$ cat config.mk
export PLATFORM = sky130hd
export DESIGN_NAME = csw_clock_switch
export DESIGN_NICKNAME = d
export VERILOG_FILES = /design/src/rtl/csw_pkg.sv /design/src/rtl/csw_clk_leg.sv /design/src/rtl/csw_ahb.sv /design/src/rtl/csw_clock_switch.sv
export SDC_FILE = /design/constraint.sdc
export NUM_CORES = 1
export LEC_CHECK = 0
export BUFFER_PORTS_ARGS = -buffer_cell sky130_fd_sc_hd__buf_4
export CAP_MARGIN = 20
export CORE_MARGIN = 2
export CORE_UTILIZATION = 54
export DETAILED_ROUTE_END_ITERATION = 12
export PLACE_DENSITY = 0.94
export SKIP_LAST_GASP = 1
export SYNTH_ARGS = -nofsm -noshare
export SYNTH_HDL_FRONTEND = slang
export SYNTH_SLANG_ARGS = --single-unit
$ cat constraint.sdc
create_clock -name sys_clk -period 4.05 [get_ports sys_clk]
set_input_delay 0.6075 -clock sys_clk [delete_from_list [all_inputs] [get_ports sys_clk]]
set_output_delay 0.6075 -clock sys_clk [all_outputs]
set_load 0.01 [all_outputs]
$ cat src/rtl/csw_pkg.sv
package csw_pkg;

  // ==========================================================
  // register map
  localparam logic [31:0] CSW_CTRL_ADDR = 32'h0000_ff00;
  localparam logic [31:0] CSW_STAT_ADDR = 32'h0000_ff04;
  localparam logic [3:0]  CSW_CTRL_RESET = 4'h0;
  localparam logic [31:0] CSW_RD_UNMAPPED = 32'h0000_0000;

  // control field positions
  localparam int CSW_VSW_BIT   = 0;
  localparam int CSW_RSVD_BIT  = 1;
  localparam int CSW_OSCEN_BIT = 2;
  localparam int CSW_SEL_BIT   = 3;

  // status field positions
  localparam int CSW_ST_SLOW_ON  = 0;
  localparam int CSW_ST_FAST_ON  = 1;
  localparam int CSW_ST_SETTLED  = 2;
  localparam int CSW_ST_SWITCHING = 3;

  // ==========================================================
  // timing
  localparam int CSW_SYS_CLK_HZ   = 100_000_000;
  localparam int CSW_SETTLE_MS    = 5;
  localparam int CSW_SETTLE_CYCLES =
    (CSW_SETTLE_MS * (CSW_SYS_CLK_HZ / 1000));
  localparam int CSW_SETTLE_W     = 20;
  // one-cycle instruction: 61 us slow, 0.5 us at 4 MHz fast
  localparam int CSW_INSN1_SLOW_US = 61;
  localparam int CSW_INSN1_FAST_NS = 500;
  localparam int CSW_FAST_MHZ      = 4;
  localparam int CSW_CLKS_PER_INSN =
    (CSW_INSN1_FAST_NS * CSW_FAST_MHZ) / 1000;
  localparam logic [1:0] CSW_INSN_LAST =
    2'(CSW_CLKS_PER_INSN - 1);

  // ==========================================================
  // bus
  localparam logic [2:0] CSW_HSIZE_WORD = 3'h2;
  localparam logic       CSW_HRESP_OKAY = 1'b0;

  // ==========================================================
  // types
  typedef struct packed {
    logic        en;
    logic [31:0] addr;
    logic [31:0] data;
  } csw_wr_s;

  typedef enum logic [2:0] {
    CSW_SW_SLOW      = 3'b000,
    CSW_SW_DROP_SLOW = 3'b001,
    CSW_SW_RAISE_FAST = 3'b010,
    CSW_SW_FAST      = 3'b011,
    CSW_SW_DROP_FAST = 3'b100,
    CSW_SW_RAISE_SLOW = 3'b101
  } csw_sw_e;

endpackage : csw_pkg

$ cat src/rtl/csw_clk_leg.sv
`timescale 1ns/1ps

// ==========================================================
// one gated leg of the processor clock multiplexer
module csw_clk_leg #(
  parameter logic RESET_ON = 1'b0
) (
  input  wire logic sys_clk,
  input  wire logic resetn,
  input  wire logic src,
  input  wire logic want,
  output logic      on,
  output logic      part
);

  logic next_on;

  // the gate only moves while the source is low, so no
  // shortened high pulse can leak out
  assign next_on = src ? on : want;

  always_ff @(posedge sys_clk) begin
    if (!resetn) begin
      on   <= RESET_ON;
      part <= 1'b0;
    end else begin
      on   <= next_on;
      part <= src & next_on;
    end
  end

endmodule : csw_clk_leg

$ cat src/rtl/csw_ahb.sv
`timescale 1ns/1ps

// ==========================================================
// ahb-lite slave: writes in zero wait, reads in one wait
module csw_ahb (
  input  wire logic        sys_clk,
  input  wire logic        resetn,
  input  wire logic        hsel,
  input  wire logic [31:0] haddr,
  input  wire logic [1:0]  htrans,
  input  wire logic        hwrite,
  input  wire logic [2:0]  hsize,
  input  wire logic        hready,
  input  wire logic [31:0] hwdata,
  output logic [31:0]      hrdata,
  output logic             hreadyout,
  output logic             hresp,
  output csw_pkg::csw_wr_s wr,
  output logic [31:0]      rd_addr,
  input  wire logic [31:0] rd_data
);

  logic        accept;
  logic        dp_valid;
  logic        dp_write;
  logic        dp_word;
  logic [31:0] dp_addr;

  assign accept  = hsel & htrans[1] & hready;
  assign rd_addr = dp_addr;
  // only whole-word writes land; narrower ones are dropped
  // one driver for the whole struct keeps the write strobe whole
  assign wr = '{en:   dp_valid & dp_write & dp_word & hready,
                addr: dp_addr,
                data: hwdata};

  always_ff @(posedge sys_clk) begin
    if (!resetn) begin
      dp_valid <= 1'b0;
      dp_write <= 1'b0;
      dp_word  <= 1'b0;
      dp_addr  <= 32'h0000_0000;
    end else if (hready) begin
      dp_valid <= accept;
      dp_write <= hwrite;
      dp_word  <= (hsize == csw_pkg::CSW_HSIZE_WORD);
      dp_addr  <= haddr;
    end
  end

  always_ff @(posedge sys_clk) begin
    if (!resetn) begin
      hreadyout <= 1'b1;
      hrdata    <= 32'h0000_0000;
      hresp     <= csw_pkg::CSW_HRESP_OKAY;
    end else begin
      hreadyout <= !(accept & !hwrite);
      hrdata    <= hreadyout ? hrdata : rd_data;
      hresp     <= csw_pkg::CSW_HRESP_OKAY;
    end
  end

endmodule : csw_ahb

$ cat src/rtl/csw_clock_switch.sv
// Our own choice: the AHB-Lite slave port.
`timescale 1ns/1ps

// ==========================================================
// Overview of operation
// - fast oscillator feeds processor, timer and frequency output
// - bit 2 starts and stops fast oscillator; readable; zero at reset
// - bit 3 selects fast processor clock when one, slow when zero
// - fast selection refused while voltage bit or oscillator enable is zero
// - bit 0 read/write, resets zero, gates fast selection and drives voltage_switch_out
// - instruction cycle lasts two processor clocks: 61 us or 0.5 us
module csw_clock_switch #(
  parameter int SETTLE_CYCLES = csw_pkg::CSW_SETTLE_CYCLES
) (
  input  wire logic        sys_clk,
  input  wire logic        resetn,
  // ahb-lite slave
  input  wire logic        hsel,
  input  wire logic [31:0] haddr,
  input  wire logic [1:0]  htrans,
  input  wire logic        hwrite,
  input  wire logic [2:0]  hsize,
  input  wire logic        hready,
  input  wire logic [31:0] hwdata,
  output logic [31:0]      hrdata,
  output logic             hreadyout,
  output logic             hresp,
  // oscillators
  input  wire logic        slow_osc,
  input  wire logic        fast_osc,
  output logic             fast_osc_run,
  // generated clocks
  output logic             cpu_clk,
  output logic             cpu_cycle_tick,
  output logic             timer_src_clk,
  output logic             freq_output_src_clk,
  output logic             voltage_switch_out
);

  // ==========================================================
  // bus slave
  csw_pkg::csw_wr_s wr;
  logic [31:0]      rd_addr;
  logic [31:0]      rd_data;

  csw_ahb u_ahb (
    .sys_clk   (sys_clk),
    .resetn    (resetn),
    .hsel      (hsel),
    .haddr     (haddr),
    .htrans    (htrans),
    .hwrite    (hwrite),
    .hsize     (hsize),
    .hready    (hready),
    .hwdata    (hwdata),
    .hrdata    (hrdata),
    .hreadyout (hreadyout),
    .hresp     (hresp),
    .wr        (wr),
    .rd_addr   (rd_addr),
    .rd_data   (rd_data)
  );

  // ==========================================================
  // control register
  logic voltage_switch_bit;
  logic fast_osc_enable;
  logic cpu_clock_select;

  logic wr_ctrl;
  logic w_vsw;
  logic w_en;
  logic w_sel;
  logic sel_allowed;
  logic next_vsw;
  logic next_en;
  logic next_sel;

  assign wr_ctrl = wr.en & (wr.addr == csw_pkg::CSW_CTRL_ADDR);
  assign w_vsw   = wr.data[csw_pkg::CSW_VSW_BIT];
  assign w_en    = wr.data[csw_pkg::CSW_OSCEN_BIT];
  assign w_sel   = wr.data[csw_pkg::CSW_SEL_BIT];

  // oscillator must already be running before this write
  // so an enable-and-select write is refused: no settle time yet
  assign sel_allowed = w_vsw & w_en & fast_osc_enable;

  assign next_vsw = wr_ctrl ? w_vsw : voltage_switch_bit;
  assign next_en  = wr_ctrl ? w_en : fast_osc_enable;
  // a held selection also drops if either gate bit goes low,
  // so the core never sits on a stopped fast source
  assign next_sel = wr_ctrl ? (w_sel & sel_allowed)
                  : (cpu_clock_select & voltage_switch_bit
                     & fast_osc_enable);

  always_ff @(posedge sys_clk) begin
    if (!resetn) begin
      voltage_switch_bit <= csw_pkg::CSW_CTRL_RESET[0];
      fast_osc_enable    <= csw_pkg::CSW_CTRL_RESET[2];
      cpu_clock_select   <= csw_pkg::CSW_CTRL_RESET[3];
    end else begin
      voltage_switch_bit <= next_vsw;
      fast_osc_enable    <= next_en;
      cpu_clock_select   <= next_sel;
    end
  end

  // ==========================================================
  // oscillator sampling and fast oscillator enable
  logic slow_q;
  logic fast_q;
  logic fast_src;

  always_ff @(posedge sys_clk) begin
    if (!resetn) begin
      slow_q       <= 1'b0;
      fast_q       <= 1'b0;
      fast_osc_run <= 1'b0;
    end else begin
      slow_q       <= slow_osc;
      fast_q       <= fast_osc;
      fast_osc_run <= fast_osc_enable;
    end
  end

  // a stopped oscillator counts as held low so the gate can close
  assign fast_src = fast_q & fast_osc_run;

  // ==========================================================
  // settle timer, a software aid only; selection is not held off
  // software still owns the wait; the count only reports it
  logic [csw_pkg::CSW_SETTLE_W-1:0] settle_cnt;
  logic [csw_pkg::CSW_SETTLE_W-1:0] next_settle_cnt;
  logic                             settled;
  logic                             next_settled;

  assign next_settled =
    fast_osc_run
    & (settle_cnt >= csw_pkg::CSW_SETTLE_W'(SETTLE_CYCLES - 1));
  assign next_settle_cnt =
    !fast_osc_run ? '0 :
    settled       ? settle_cnt :
                    settle_cnt + 1'b1;

  always_ff @(posedge sys_clk) begin
    if (!resetn) begin
      settle_cnt <= '0;
      settled    <= 1'b0;
    end else begin
      settle_cnt <= next_settle_cnt;
      settled    <= next_settled;
    end
  end

  // ==========================================================
  // glitch-free break-before-make switch
  csw_pkg::csw_sw_e sw_state;
  csw_pkg::csw_sw_e next_sw_state;

  logic want_slow;
  logic want_fast;
  logic slow_on;
  logic fast_on;
  logic slow_part;
  logic fast_part;
  logic switching;

  always_comb begin
    next_sw_state = sw_state;
    case (sw_state)
      csw_pkg::CSW_SW_SLOW: begin
        if (cpu_clock_select) begin
          next_sw_state = csw_pkg::CSW_SW_DROP_SLOW;
        end
      end
      csw_pkg::CSW_SW_DROP_SLOW: begin
        if (!slow_on) begin
          next_sw_state = cpu_clock_select
                        ? csw_pkg::CSW_SW_RAISE_FAST
                        : csw_pkg::CSW_SW_RAISE_SLOW;
        end
      end
      csw_pkg::CSW_SW_RAISE_FAST: begin
        if (!cpu_clock_select) begin
          next_sw_state = csw_pkg::CSW_SW_DROP_FAST;
        end else if (fast_on) begin
          next_sw_state = csw_pkg::CSW_SW_FAST;
        end
      end
      csw_pkg::CSW_SW_FAST: begin
        if (!cpu_clock_select) begin
          next_sw_state = csw_pkg::CSW_SW_DROP_FAST;
        end
      end
      csw_pkg::CSW_SW_DROP_FAST: begin
        if (!fast_on) begin
          next_sw_state = csw_pkg::CSW_SW_RAISE_SLOW;
        end
      end
      csw_pkg::CSW_SW_RAISE_SLOW: begin
        if (slow_on) begin
          next_sw_state = csw_pkg::CSW_SW_SLOW;
        end
      end
      default: begin
        next_sw_state = csw_pkg::CSW_SW_SLOW;
      end
    endcase
  end

  always_ff @(posedge sys_clk) begin
    if (!resetn) begin
      sw_state <= csw_pkg::CSW_SW_SLOW;
    end else begin
      sw_state <= next_sw_state;
    end
  end

  // only one leg is ever asked to be open at a time
  assign want_slow = (sw_state == csw_pkg::CSW_SW_SLOW)
                   | (sw_state == csw_pkg::CSW_SW_RAISE_SLOW);
  assign want_fast = (sw_state == csw_pkg::CSW_SW_FAST)
                   | (sw_state == csw_pkg::CSW_SW_RAISE_FAST);
  assign switching = (sw_state != csw_pkg::CSW_SW_SLOW)
                   & (sw_state != csw_pkg::CSW_SW_FAST);

  csw_clk_leg #(.RESET_ON(1'b1)) u_leg_slow (
    .sys_clk (sys_clk),
    .resetn  (resetn),
    .src     (slow_q),
    .want    (want_slow),
    .on      (slow_on),
    .part    (slow_part)
  );

  csw_clk_leg #(.RESET_ON(1'b0)) u_leg_fast (
    .sys_clk (sys_clk),
    .resetn  (resetn),
    .src     (fast_src),
    .want    (want_fast),
    .on      (fast_on),
    .part    (fast_part)
  );

  // ==========================================================
  // processor clock and instruction cycle strobe
  logic       cpu_rise;
  logic [1:0] insn_cnt;
  logic [1:0] next_insn_cnt;
  logic       next_tick;

  // tick closes each two-clock instruction cycle
  assign cpu_rise = (slow_part | fast_part) & !cpu_clk;
  assign next_tick = cpu_rise & (insn_cnt == csw_pkg::CSW_INSN_LAST);
  assign next_insn_cnt = !cpu_rise ? insn_cnt :
                         next_tick ? 2'h0 :
                                     insn_cnt + 2'h1;

  always_ff @(posedge sys_clk) begin
    if (!resetn) begin
      cpu_clk        <= 1'b0;
      insn_cnt       <= 2'h0;
      cpu_cycle_tick <= 1'b0;
    end else begin
      cpu_clk        <= slow_part | fast_part;
      insn_cnt       <= next_insn_cnt;
      cpu_cycle_tick <= next_tick;
    end
  end

  // ==========================================================
  // fast clock to the peripherals
  always_ff @(posedge sys_clk) begin
    if (!resetn) begin
      timer_src_clk       <= 1'b0;
      freq_output_src_clk <= 1'b0;
      voltage_switch_out  <= 1'b0;
    end else begin
      timer_src_clk       <= fast_src;
      freq_output_src_clk <= fast_src;
      // no supply effect; exported for visibility only
      voltage_switch_out  <= voltage_switch_bit;
    end
  end

  // ==========================================================
  // read mux
  logic [3:0] ctrl_view;
  logic [3:0] stat_view;

  assign ctrl_view = {cpu_clock_select, fast_osc_enable,
                      1'b0, voltage_switch_bit};
  assign stat_view = {switching, settled, fast_on, slow_on};

  assign rd_data =
    (rd_addr == csw_pkg::CSW_CTRL_ADDR) ? {28'h000_0000, ctrl_view} :
    (rd_addr == csw_pkg::CSW_STAT_ADDR) ? {28'h000_0000, stat_view} :
                                          csw_pkg::CSW_RD_UNMAPPED;

endmodule : csw_clock_switch

Word level (Yosys, flattened, before mapping)
Index checks and enable logic that the tools add are counted.

word-level totals
  bits in registers = 108
  output and inout port bits = 40

cells by class
  $add $sub $neg = 2
  order comparisons = 1
  eq/ne operators = 16
  muxes and demuxes = 15
  bitwise operators = 22
  reduce and logical (&&, ||, !) cells = 7

operators by type and width
  kind                     number
  $eq A32 B16 Y1 const B   2
  $mux W3                  8
  $add A20 B1 Y20 const B  1
  $ge A20 B19 Y1 const B   1
  $and A1 B1 Y1            19
  $pmux W3 S6              1
  $eq A3 B2 Y1 const B     3
  $mux W4                  2
  $ne A2 B2 Y1 const B     4
  $eq A3 B3 Y1 const B     2
  $ne A3 B2 Y1 const B     2
  $reduce_and A6 Y1        1
  $eq A3 B1 Y1 const B     1
  $logic_not A1 Y1         3
  $logic_not A3 Y1         1
  $mux W1                  3
  $or A1 B1 Y1             3
  $reduce_bool A3 Y1       1
  $add A2 B1 Y2 const B    1
  $eq A2 B1 Y1 const B     1
  $mux W2                  1
  $ne A2 B1 Y1 const B     1
  $reduce_and A2 Y1        1

Depth between registers and ports, before layout
Gate-level depths: netlist (run 1).

  word-level depth = 5
  depth in mapped cells = 6

By module
Synthesis (run 1) repeated with hierarchy kept, for this count alone.

unflattened totals
  cell total of the unflattened synthesis = 507
  area, all modules = 4968.5 sq um

by module, submodules not included
  module                    instances  cells each  area each (sq um)  sequential area each (sq um)
  csw_ahb                   1          289         3076.7             1361.3
  csw_clock_switch          1          208         1766.7             720.7
  csw_clk_leg (u_leg_fast)  1          5           63.8               40.0
  csw_clk_leg (u_leg_slow)  1          5           61.3               40.0

Least setup slack after synthesis (run 1)
Ideal clock, no wire load.

  kind = input port to flip-flop
  start = in hready
  end = reg u_ahb.dp_addr[17], in the netlist u_ahb.rd_addr[17]
  setup time = 128 ps
  data arrival time = 1517 ps
  setup slack = 2405 ps
  stages on the path = 4
  cell sequence = clkbuf_1 -> buf_2 -> mux2i_1 -> nor2_1

RTL lines
  element                 RTL line                source
  start: declaration      csw_clock_switch.sv:23  input wire logic hready,
  end signal: assignment  csw_ahb.sv:47           dp_addr <= haddr;
  end: declaration        csw_ahb.sv:27           logic [31:0] dp_addr;

Worst setup path in the final report (run 1)
  start = reg u_ahb.dp_addr[19], in the netlist u_ahb.rd_addr[19]
  end = reg u_ahb.hrdata[1]

between the ends
  word-level cells in the longest chain between the ends = 3
  elaborated cells on any way between the ends = 4
  classes of those cells = eq/ne (2); mux (2)

RTL lines
  element                 RTL line                 source
  $eq A32 B16 Y1          csw_clock_switch.sv:297  (rd_addr == csw_pkg::CSW_STAT_ADDR) ? {28'h000_0000, stat_view} :
  $mux W4                 csw_clock_switch.sv:297
  $mux W4 (*)             csw_clock_switch.sv:296  (rd_addr == csw_pkg::CSW_CTRL_ADDR) ? {28'h000_0000, ctrl_view} :
  end signal: assignment  csw_ahb.sv:58            hrdata <= hreadyout ? hrdata : rd_data;
  end: declaration        csw_ahb.sv:15            output logic [31:0] hrdata,

Every way passes the cells marked *; elsewhere a longest branch is shown, timed or not.
A chain may end at the register's enable or synchronous reset.

==> results by group, run 1 <==
Critical path
  – Worst Setup Start Kind: flop
  – Bufs and invs on worst path: 0
  – R2R Path End: u_ahb.hrdata[1]
  – Top fanout value on the critical path: 6
  – Kind of end point of the critical path: flop
  – Slowest library cell on the worst path: sky130_fd_sc_hd__or4_1
  – Minimum setup slack among reg-to-reg paths: approximately 2.1 ns
  – Cells on worst reg2reg path: 4
  – Worst EP arrival: 2.20 ns
  – Required time of the critical path: between 4 and 5 ns
  – R2R Path Start: u_ahb.rd_addr[19]
  – Crit path largest cell delay: 0.64 ns
  – Cells traversed along the worst timing path: nor4b_1 -> nand4_1 -> or4_1 -> a21oi_1
  – Critical path start-end classification: flop to flop
  – Cell family contributing the most delay on the critical path: simple AND/OR/NAND/NOR gates

Clocking
  – Buffer cell driving the clock tree root: sky130_fd_sc_hd__clkbuf_8
  – CTS Buf Count: 9
  – Clock Sinks: 80
  – CTS clk-pin slew, worst paths: 0.09 ns
  – Max Buffers Root-to-Sink: 2
  – Post-CTS Setup Inserts: 0
  – Clock insertion delay at the later pin of the skew report: ~0.36 ns
  – Post-cts repair resize count: 0
  – Hold bufs inserted after CTS: 0
  – CTS tree: done
  – CTS H-tree depth: 3

Layout
  – Area growth from synthesis to final layout: 14.3%
  – Fraction of layout instances using a drive strength above 1: a little under a fifth
  – Net count of the finished layout: 493
  – Final standard cell utilization of the core: a little over three fifths
  – Diodes inserted: 0
  – Fillers: 516

Yosys
  – Portion of the post-synthesis area used by sequential elements: approximately 46%
  – Area share of and/or/nand/nor cells after synthesis: 22.6%
  – Synthesized-area fraction occupied by xor and xnor cells: under 10%
  – Mean area per synthesized cell: approximately 9.3 sq um
  – Post-synthesis instance total: 370
  – Synth Area in Compound Gates: 5.62%
  – Dominant combinational cell family by area after synthesis: simple AND/OR/NAND/NOR gates
  – Synthesized-area fraction occupied by adder cells: 0.362%
  – Primary flip-flop cell chosen by synthesis mapping: sky130_fd_sc_hd__dfxtp_1
  – Number of warnings reported in the yosys synthesis log: 0
  – Portion of netlist area occupied by mux cells: 11.3%
  – Ys async rst share: 0%
  – Cell area after technology mapping: 3450 sq um
  – Distinct cell type count after synthesis: 50
  – EDFF count, synth: 0
  – Flip-flop and latch count after synthesis: 80

STA
  – Final Max Tran Viols: 0
  – Maximum operating frequency: roughly 520 MHz
  – Transition at the pin with the smallest max-transition slack: 0.749 ns
  – Setup TNS: 0 ns
  – Tightest hold margin: approximately 0.42 ns
  – Final critical delay including setup and external delays: around 1.9 ns
  – Clock skew: 0.0112 ns
  – Unrepaired setup endpoints after global routing: false
  – Final Hold Violating Endpoints: 0
  – Max_slew headroom: 50.0%
  – Count of endpoints failing setup in the final report: 0
  – Fin crit share: 47.5%

Min path
  – Cell depth of the worst hold path: 1
  – Hold crit path type: flop to flop
  – Source of the worst hold timing path: insn_cnt[1]
  – Hold worst-path end: cpu_cycle_tick

Global route
  – GRT Resource Usage Total: 18.4%
  – Largest net degree at the start of global routing: 47
  – Number of global-route vias before repair: 2403
  – Wire length of the first global-routing pass: roughly 10000 um
  – Number of antenna violations at the first check in global routing: 0
  – Remaining global-route overflow: 0

Placement
  – Final HPWL DP: 4590 um
  – Placer congestion estimate: ~0.8
  – Number of port buffers: 56

Routing
  – Count of TritonRoute iterations in the first routing pass: 4
  – Count of antenna-violating nets left after detailed routing: 0
  – Post-DR vias/cell: 5.29
  – Post-detailed-routing wire length: 6560 um
  – DRC violation count after routing: 0
  – Count of vias placed by the detailed router: 2635
  – Iter 0 DRT Violations: between 100 and 150
  – Routed wire per std cell: ~13 um

Floorplan
  – Die Span Y: 84.0 um
  – Horizontal extent of the die: roughly 84 um
  – Area enclosed by the die boundary: 7050 sq um
  – Area of the core region: 6280 sq um
  – Effective utilization at floorplan: 55.0%
  – Number of top-level pins: 116
  – Row cnt: 29

Status
  – Status: finished, final reports clean

Power
  – Leakage component of the power: approximately 1.7 nW
  – Power per standard cell area: about 370 nW/um^2
  – Post-layout power: about 0.0015 W
  – Maximum ir drop on the vdd rail: between 0.2 and 0.25 mV

Run
  – Number of max-cap violations: 0
-- routing by layer --
layer	global-route usage (%)	vias to the layer above	wire (um)
met5	0	-	0
met4	9.82	0	156
met3	4.35	13	315
met2	30.1	77	3180
met1	22.2	1225	2910
li1	-	1320	-
-- cell usage after synthesis, drive strengths merged, types with 2 or more instances --
cell    number  area share [%]
dfxtp       80              46
nor2        58             6.3
mux2i       38              11
buf         35             7.4
nand2       18             2.0
clkbuf      14             1.5
a21oi       13             1.9
nand3       11             1.6
xor2        11             2.8
nand4       10             2.2
or4          9             2.0
inv          6            0.65
o21ai        6            0.87
nor3         5            0.72
xnor2        5             1.3
and2         4            0.72
and3         4            0.76
nor4         4            0.91
and4         3            0.76
nand2b       3            0.54
nor4b        3            0.76
o31ai        3            0.65
a211oi       2            0.43
a31oi        2            0.36
and4b        2            0.58
nand3b       2            0.43
nor4bb       2            0.58
o22ai        2            0.36
or3          2            0.40
-- power by group --
group	leakage (nW)	switching, W	internal (W)	total [W]
logic	0.932	0.0000568	0.0000596	0.000116
clock network	0.0781	0.000300	0.000226	0.000525
registers	0.652	0.0000189	0.000812	0.000830
total	1.66	0.000375	0.00110	0.00147
-- layout make-up --
class	count	area, sq um	area share [%]
Sequential cell	80	1600	40.6
Multi-Input combinational cell	263	1630	41.2
Clock inverter	7	56.3	1.43
Inverter	6	22.5	0.571
Timing Repair Buffer	56	420	10.6
Tap cell	77	96.3	2.44
Clock buffer	9	124	3.14
-- flip-flops by register name, summed over array words and instances (netlist names), 2 cells and up, named ones only --
| name | flops |
|---|---|
| insn_cnt | 2 |
| u_ahb.hrdata | 4 |
| u_ahb.rd_addr | 32 |
| sw_state | 3 |
| settle_cnt | 20 |
-- cell usage in the layout, fill, tap and decap left out, types with 2 or more instances in the layout --
cell | netlist | final
sky130_fd_sc_hd__a211oi_1 | 2 | 2
sky130_fd_sc_hd__a21oi_1 | 13 | 13
sky130_fd_sc_hd__a31oi_1 | 2 | 2
sky130_fd_sc_hd__and2_1 | 4 | 4
sky130_fd_sc_hd__and3_1 | 3 | 3
sky130_fd_sc_hd__and4_1 | 3 | 3
sky130_fd_sc_hd__and4b_1 | 2 | 2
sky130_fd_sc_hd__buf_4 | 30 | 56
sky130_fd_sc_hd__clkbuf_8 | 0 | 9
sky130_fd_sc_hd__clkinv_4 | 0 | 2
sky130_fd_sc_hd__clkinvlp_4 | 0 | 4
sky130_fd_sc_hd__conb_1 | 1 | 29
sky130_fd_sc_hd__dfxtp_1 | 80 | 80
sky130_fd_sc_hd__inv_1 | 5 | 5
sky130_fd_sc_hd__mux2i_1 | 38 | 38
sky130_fd_sc_hd__nand2_1 | 18 | 18
sky130_fd_sc_hd__nand2b_1 | 3 | 3
sky130_fd_sc_hd__nand3_1 | 11 | 11
sky130_fd_sc_hd__nand3b_1 | 2 | 2
sky130_fd_sc_hd__nand4_1 | 9 | 9
sky130_fd_sc_hd__nor2_1 | 58 | 58
sky130_fd_sc_hd__nor3_1 | 5 | 5
sky130_fd_sc_hd__nor4_1 | 3 | 3
sky130_fd_sc_hd__nor4b_1 | 3 | 3
sky130_fd_sc_hd__nor4bb_1 | 2 | 2
sky130_fd_sc_hd__o21ai_0 | 6 | 6
sky130_fd_sc_hd__o22ai_1 | 2 | 2
sky130_fd_sc_hd__o31ai_1 | 3 | 3
sky130_fd_sc_hd__or4_1 | 9 | 9
sky130_fd_sc_hd__xnor2_1 | 5 | 5
sky130_fd_sc_hd__xor2_1 | 11 | 11
-- how the worst max path moves through the flow --
stage | start | end | slack [ns] | depth (start not counted)
2_1_floorplan | hready | u_ahb.rd_addr[17] | 2.41 | 4
3_3_place_gp | hready | cpu_clock_select | 1.89 | 5
3_5_place_dp | hready | cpu_clock_select | 1.82 | 5
4_1_cts | u_ahb.rd_addr[19] | u_ahb.hrdata[1] | 2.12 | 4
5_1_grt | u_ahb.rd_addr[19] | u_ahb.hrdata[0] | 2.05 | 4
6_report | u_ahb.rd_addr[19] | u_ahb.hrdata[1] | 2.13 | 4
-- cell families (layout without fill, tap and decap cells) --
family                     Yosys count  after routing
buffers and inverters               55             78
and+or+nand+nor                    146            146
adders and majority gates            1              1
muxes                               39             39
AOI/OAI and AO/OA                   32             32
DFF                                 80             80
xor gates and xnor gates            16             16
other                                1             29
-- metrics by stage --
step / instances / worst slack [ns] / area [sq um]
global placement: 482 / 1.89 / 3770
global route: 498 / 2.05 / 3950
CTS: 498 / 2.12 / 3950
detailed placement: 482 / 1.82 / 3770
floorplan: 398 / 2.41 / 3560
finish: 498 / 2.13 / 3950
Note: power is estimated with default switching activity, not from simulation.
==> run 2, diff against run 1 <==
--- a/config.mk
+++ b/config.mk
@@ -8,9 +8,9 @@
 export BUFFER_PORTS_ARGS = -buffer_cell sky130_fd_sc_hd__buf_4
 export CAP_MARGIN = 20
 export CORE_MARGIN = 2
-export CORE_UTILIZATION = 54
+export CORE_UTILIZATION = 50
 export DETAILED_ROUTE_END_ITERATION = 12
-export PLACE_DENSITY = 0.94
+export PLACE_DENSITY = 0.88
 export SKIP_LAST_GASP = 1
 export SYNTH_ARGS = -nofsm -noshare
 export SYNTH_HDL_FRONTEND = slang
==> constraint.sdc (replaced) <==
create_clock -name sys_clk -period 1.9 [get_ports sys_clk]
set_input_delay 0.285 -clock sys_clk [delete_from_list [all_inputs] [get_ports sys_clk]]
set_output_delay 0.285 -clock sys_clk [all_outputs]
set_load 0.01 [all_outputs]
==> run 2 against run 1 <==
Sequential power up 110%. Final cell count up 2.0%. Non-clock buffer count up 7. Global-route usage down 0.24 points. Clock-buffer cell count unchanged. Flip-flop and latch count unchanged. First-iteration DRC count up 7.3%. Clock skew up 0.0015 ns. Critical path type unchanged. Largest cell class unchanged.
==> results by group, run 2 (synthesis results as in run 1) <==
Clocking
  – Clock insertion delay at the later pin of the skew report: 0.36 ns (about the same)
  – CTS tree: done
  – CTS Buf Count: 9 (unchanged)
  – Buffer cell driving the clock tree root: sky130_fd_sc_hd__clkbuf_8
  – Clock Sinks: 80 (unchanged)
  – CTS clk-pin slew, worst paths: 0.09 ns (about the same)
  – CTS H-tree depth: 3 (unchanged)
  – Max Buffers Root-to-Sink: 2 (unchanged)

Layout
  – Highest-count cells in the layout ignoring fill and taps: 80 x sky130_fd_sc_hd__dfxtp_1, 63 x sky130_fd_sc_hd__buf_4, 58 x sky130_fd_sc_hd__nor2_1
  – Fillers: 542 (+5.0%)
  – Fraction of layout instances using a drive strength above 1: 20.3% (+1.3 points)
  – Diodes inserted: 0 (unchanged)
  – Largest register FFs: 32 (unchanged)
  – Leading cell type in the layout, fill and taps excluded: sky130_fd_sc_hd__dfxtp_1
  – Area growth from synthesis to final layout: 17.0%
  – Non-Filler Instances: 508 (+2.0%)
  – Net count of the finished layout: 500 (+1.4%)
  – Final standard cell utilization of the core: 59.8% (-3.1 points)

Critical path
  – Required time of the critical path: 2.19 ns (-2.14 ns)
  – Kind of end point of the critical path: flop
  – Top fanout value on the critical path: 6 (unchanged)
  – Worst Setup Start Kind: flop
  – Crit path largest cell delay: 0.51 ns (-0.13 ns)
  – Slowest library cell on the worst path: sky130_fd_sc_hd__or4_1
  – Worst EP arrival: 2.08 ns (-0.12 ns)
  – Cells traversed along the worst timing path: nor4b_1 -> nand4_1 -> buf_4 -> or4_1 -> a21oi_1
  – Critical path start-end classification: flop to flop

STA
  – Fin crit share: 94.0% (+47 points)
  – Clock skew: 0.0128 ns (+0.00152 ns)
  – Count of endpoints failing setup in the final report: 0 (unchanged)
  – Unrepaired setup endpoints after global routing: true
  – Final critical delay including setup and external delays: 1.79 ns (-0.137 ns)
  – Post-layout worst setup margin: 0.113 ns (-2.01 ns)
  – Final Max Tran Viols: 0 (unchanged)
  – Final Hold Violating Endpoints: 0 (unchanged)
  – Tightest hold margin: 0.141 ns (-0.280 ns)
  – Max_slew headroom: 62.1% (+12 points)
  – Transition at the pin with the smallest max-transition slack: 0.568 ns (-0.180 ns)
  – Maximum operating frequency: 560 MHz (+7.6%)

Global route
  – GRT Resource Usage Total: 18.1% (-0.24 points)
  – Number of antenna violations at the first check in global routing: 0 (unchanged)
  – Largest net degree at the start of global routing: 39 (-17%)
  – Remaining global-route overflow: 0 (unchanged)
  – Number of global-route vias before repair: 2415 (+0.50%)
  – Wire length of the first global-routing pass: 10800 um (+2.9%)

Placement
  – Final HPWL DP: 4930 um (+7.3%)
  – Worst slack at placement: 0.0554 ns (-1.77 ns)
  – Number of port buffers: 56 (unchanged)
  – Placer congestion estimate: 0.815 (+2.6%)
  – Cell Count Post-Placement: 491 (+1.9%)

Routing
  – Post-detailed-routing wire length: 6730 um (+2.6%)
  – Routed wire per std cell: 13.2 um (+0.59%)
  – Iter 0 DRT Violations: 147 (+7.3%)
  – Count of antenna-violating nets left after detailed routing: 0 (unchanged)
  – DRC violation count after routing: 0 (unchanged)
  – Count of TritonRoute iterations in the first routing pass: 4 (unchanged)
  – Post-DR vias/cell: 5.26 (-0.63%)
  – Count of vias placed by the detailed router: 2671 (+1.4%)

Floorplan
  – Number of top-level pins: 116 (unchanged)
  – Area of the core region: 6760 sq um (+7.6%)
  – Row cnt: 30 (+3.4%)
  – Effective utilization at floorplan: 51.1% (-3.9 points)
  – Horizontal extent of the die: 87.1 um (+3.7%)
  – Area enclosed by the die boundary: 7590 sq um (+7.6%)
  – Die Span Y: 87.1 um (+3.7%)

Power
  – Maximum ir drop on the vdd rail: 0.673 mV (+220%)
  – Power per standard cell area: 822 nW/um^2 (+120%)
  – Leakage component of the power: 1.72 nW (+3.7%)

Status
  – Status: finished, final reports clean

Run
  – Number of max-cap violations: 0 (unchanged)

Min path
  – Hold crit path type: primary input to flop
run 2: cell count changes in the layout (fill, tap and decap cells not counted):
cell / delta
sky130_fd_sc_hd__buf_4: +7
sky130_fd_sc_hd__clkinvlp_4: -3
sky130_fd_sc_hd__inv_6: +3
sky130_fd_sc_hd__clkinv_4: -2
sky130_fd_sc_hd__bufinv_16: +1
sky130_fd_sc_hd__inv_8: +1
sky130_fd_sc_hd__nor4_2: -1
sky130_fd_sc_hd__nor4_4: +1
run 2: cell type report:
| cell class | instances | area (sq um) | area share, % |
|---|---|---|---|
| repair buffers | 63 | 473 | 11.7 |
| inverters | 6 | 22.5 | 0.557 |
| clock inverters | 7 | 83.8 | 2.07 |
| clock buffers | 9 | 124 | 3.07 |
| flip-flops and latches | 80 | 1600 | 39.6 |
| multi-input cells | 263 | 1640 | 40.5 |
| well taps | 80 | 100 | 2.48 |
run 2: critical path, delay by kind of cell, from the launching register on:
family	cells	cell delay (ns)
compound gates	1	0.16
buf+inv	1	0.18
flops	1	0.32
simple gates	3	1.06
run 2: path summary, 6_finish.rpt:
path | startpoint | endpoint | slack [ns] | depth (start not counted)
worst min register to register | u_leg_slow.part | cpu_clk | 0.46 | 2
worst max register to register | u_ahb.rd_addr[19] | u_ahb.hrdata[2] | 0.11 | 5
worst max-delay path | u_ahb.rd_addr[19] | u_ahb.hrdata[2] | 0.11 | 5
worst min-delay path | fast_osc | fast_q | 0.14 | 2
run 2: metal layers:
layer	vias up	GRT usage (%)	wire (um)
met5	-	0	0
met4	0	6.43	74
met3	8	5.69	325
met2	78	30.5	3430
met1	1255	21.8	2900
li1	1330	-	-
run 2: report_power, final:
part           total, W  leakage (nW)  internal, W  switching (W)
logic          0.000255         0.969     0.000131       0.000124
clock network   0.00130         0.103     0.000634       0.000663
registers       0.00177         0.652      0.00173      0.0000396
total           0.00332          1.72      0.00249       0.000827
run 2: repair_timing:
item / in CTS / in global routing
gates resized for setup: 0 / 1
setup buffers: 1 / 0
endpoints found under the hold margin: 0 / 0
endpoints found under the setup margin: 3 / 2
hold buffers: 0 / 0
pin swaps: 1 / 0
run 2: stage by stage:
stage | TNS (ns) | total power (W) | cell area, sq um
finish | 0 | 0.00332 | 4040
CTS | 0 | 0.00336 | 4030
global route | -0.00423 | 0.00346 | 4040
global placement | 0 | 0.00205 | 3820
floorplan | 0 | 0.00200 | 3560
detailed placement | 0 | 0.00206 | 3820
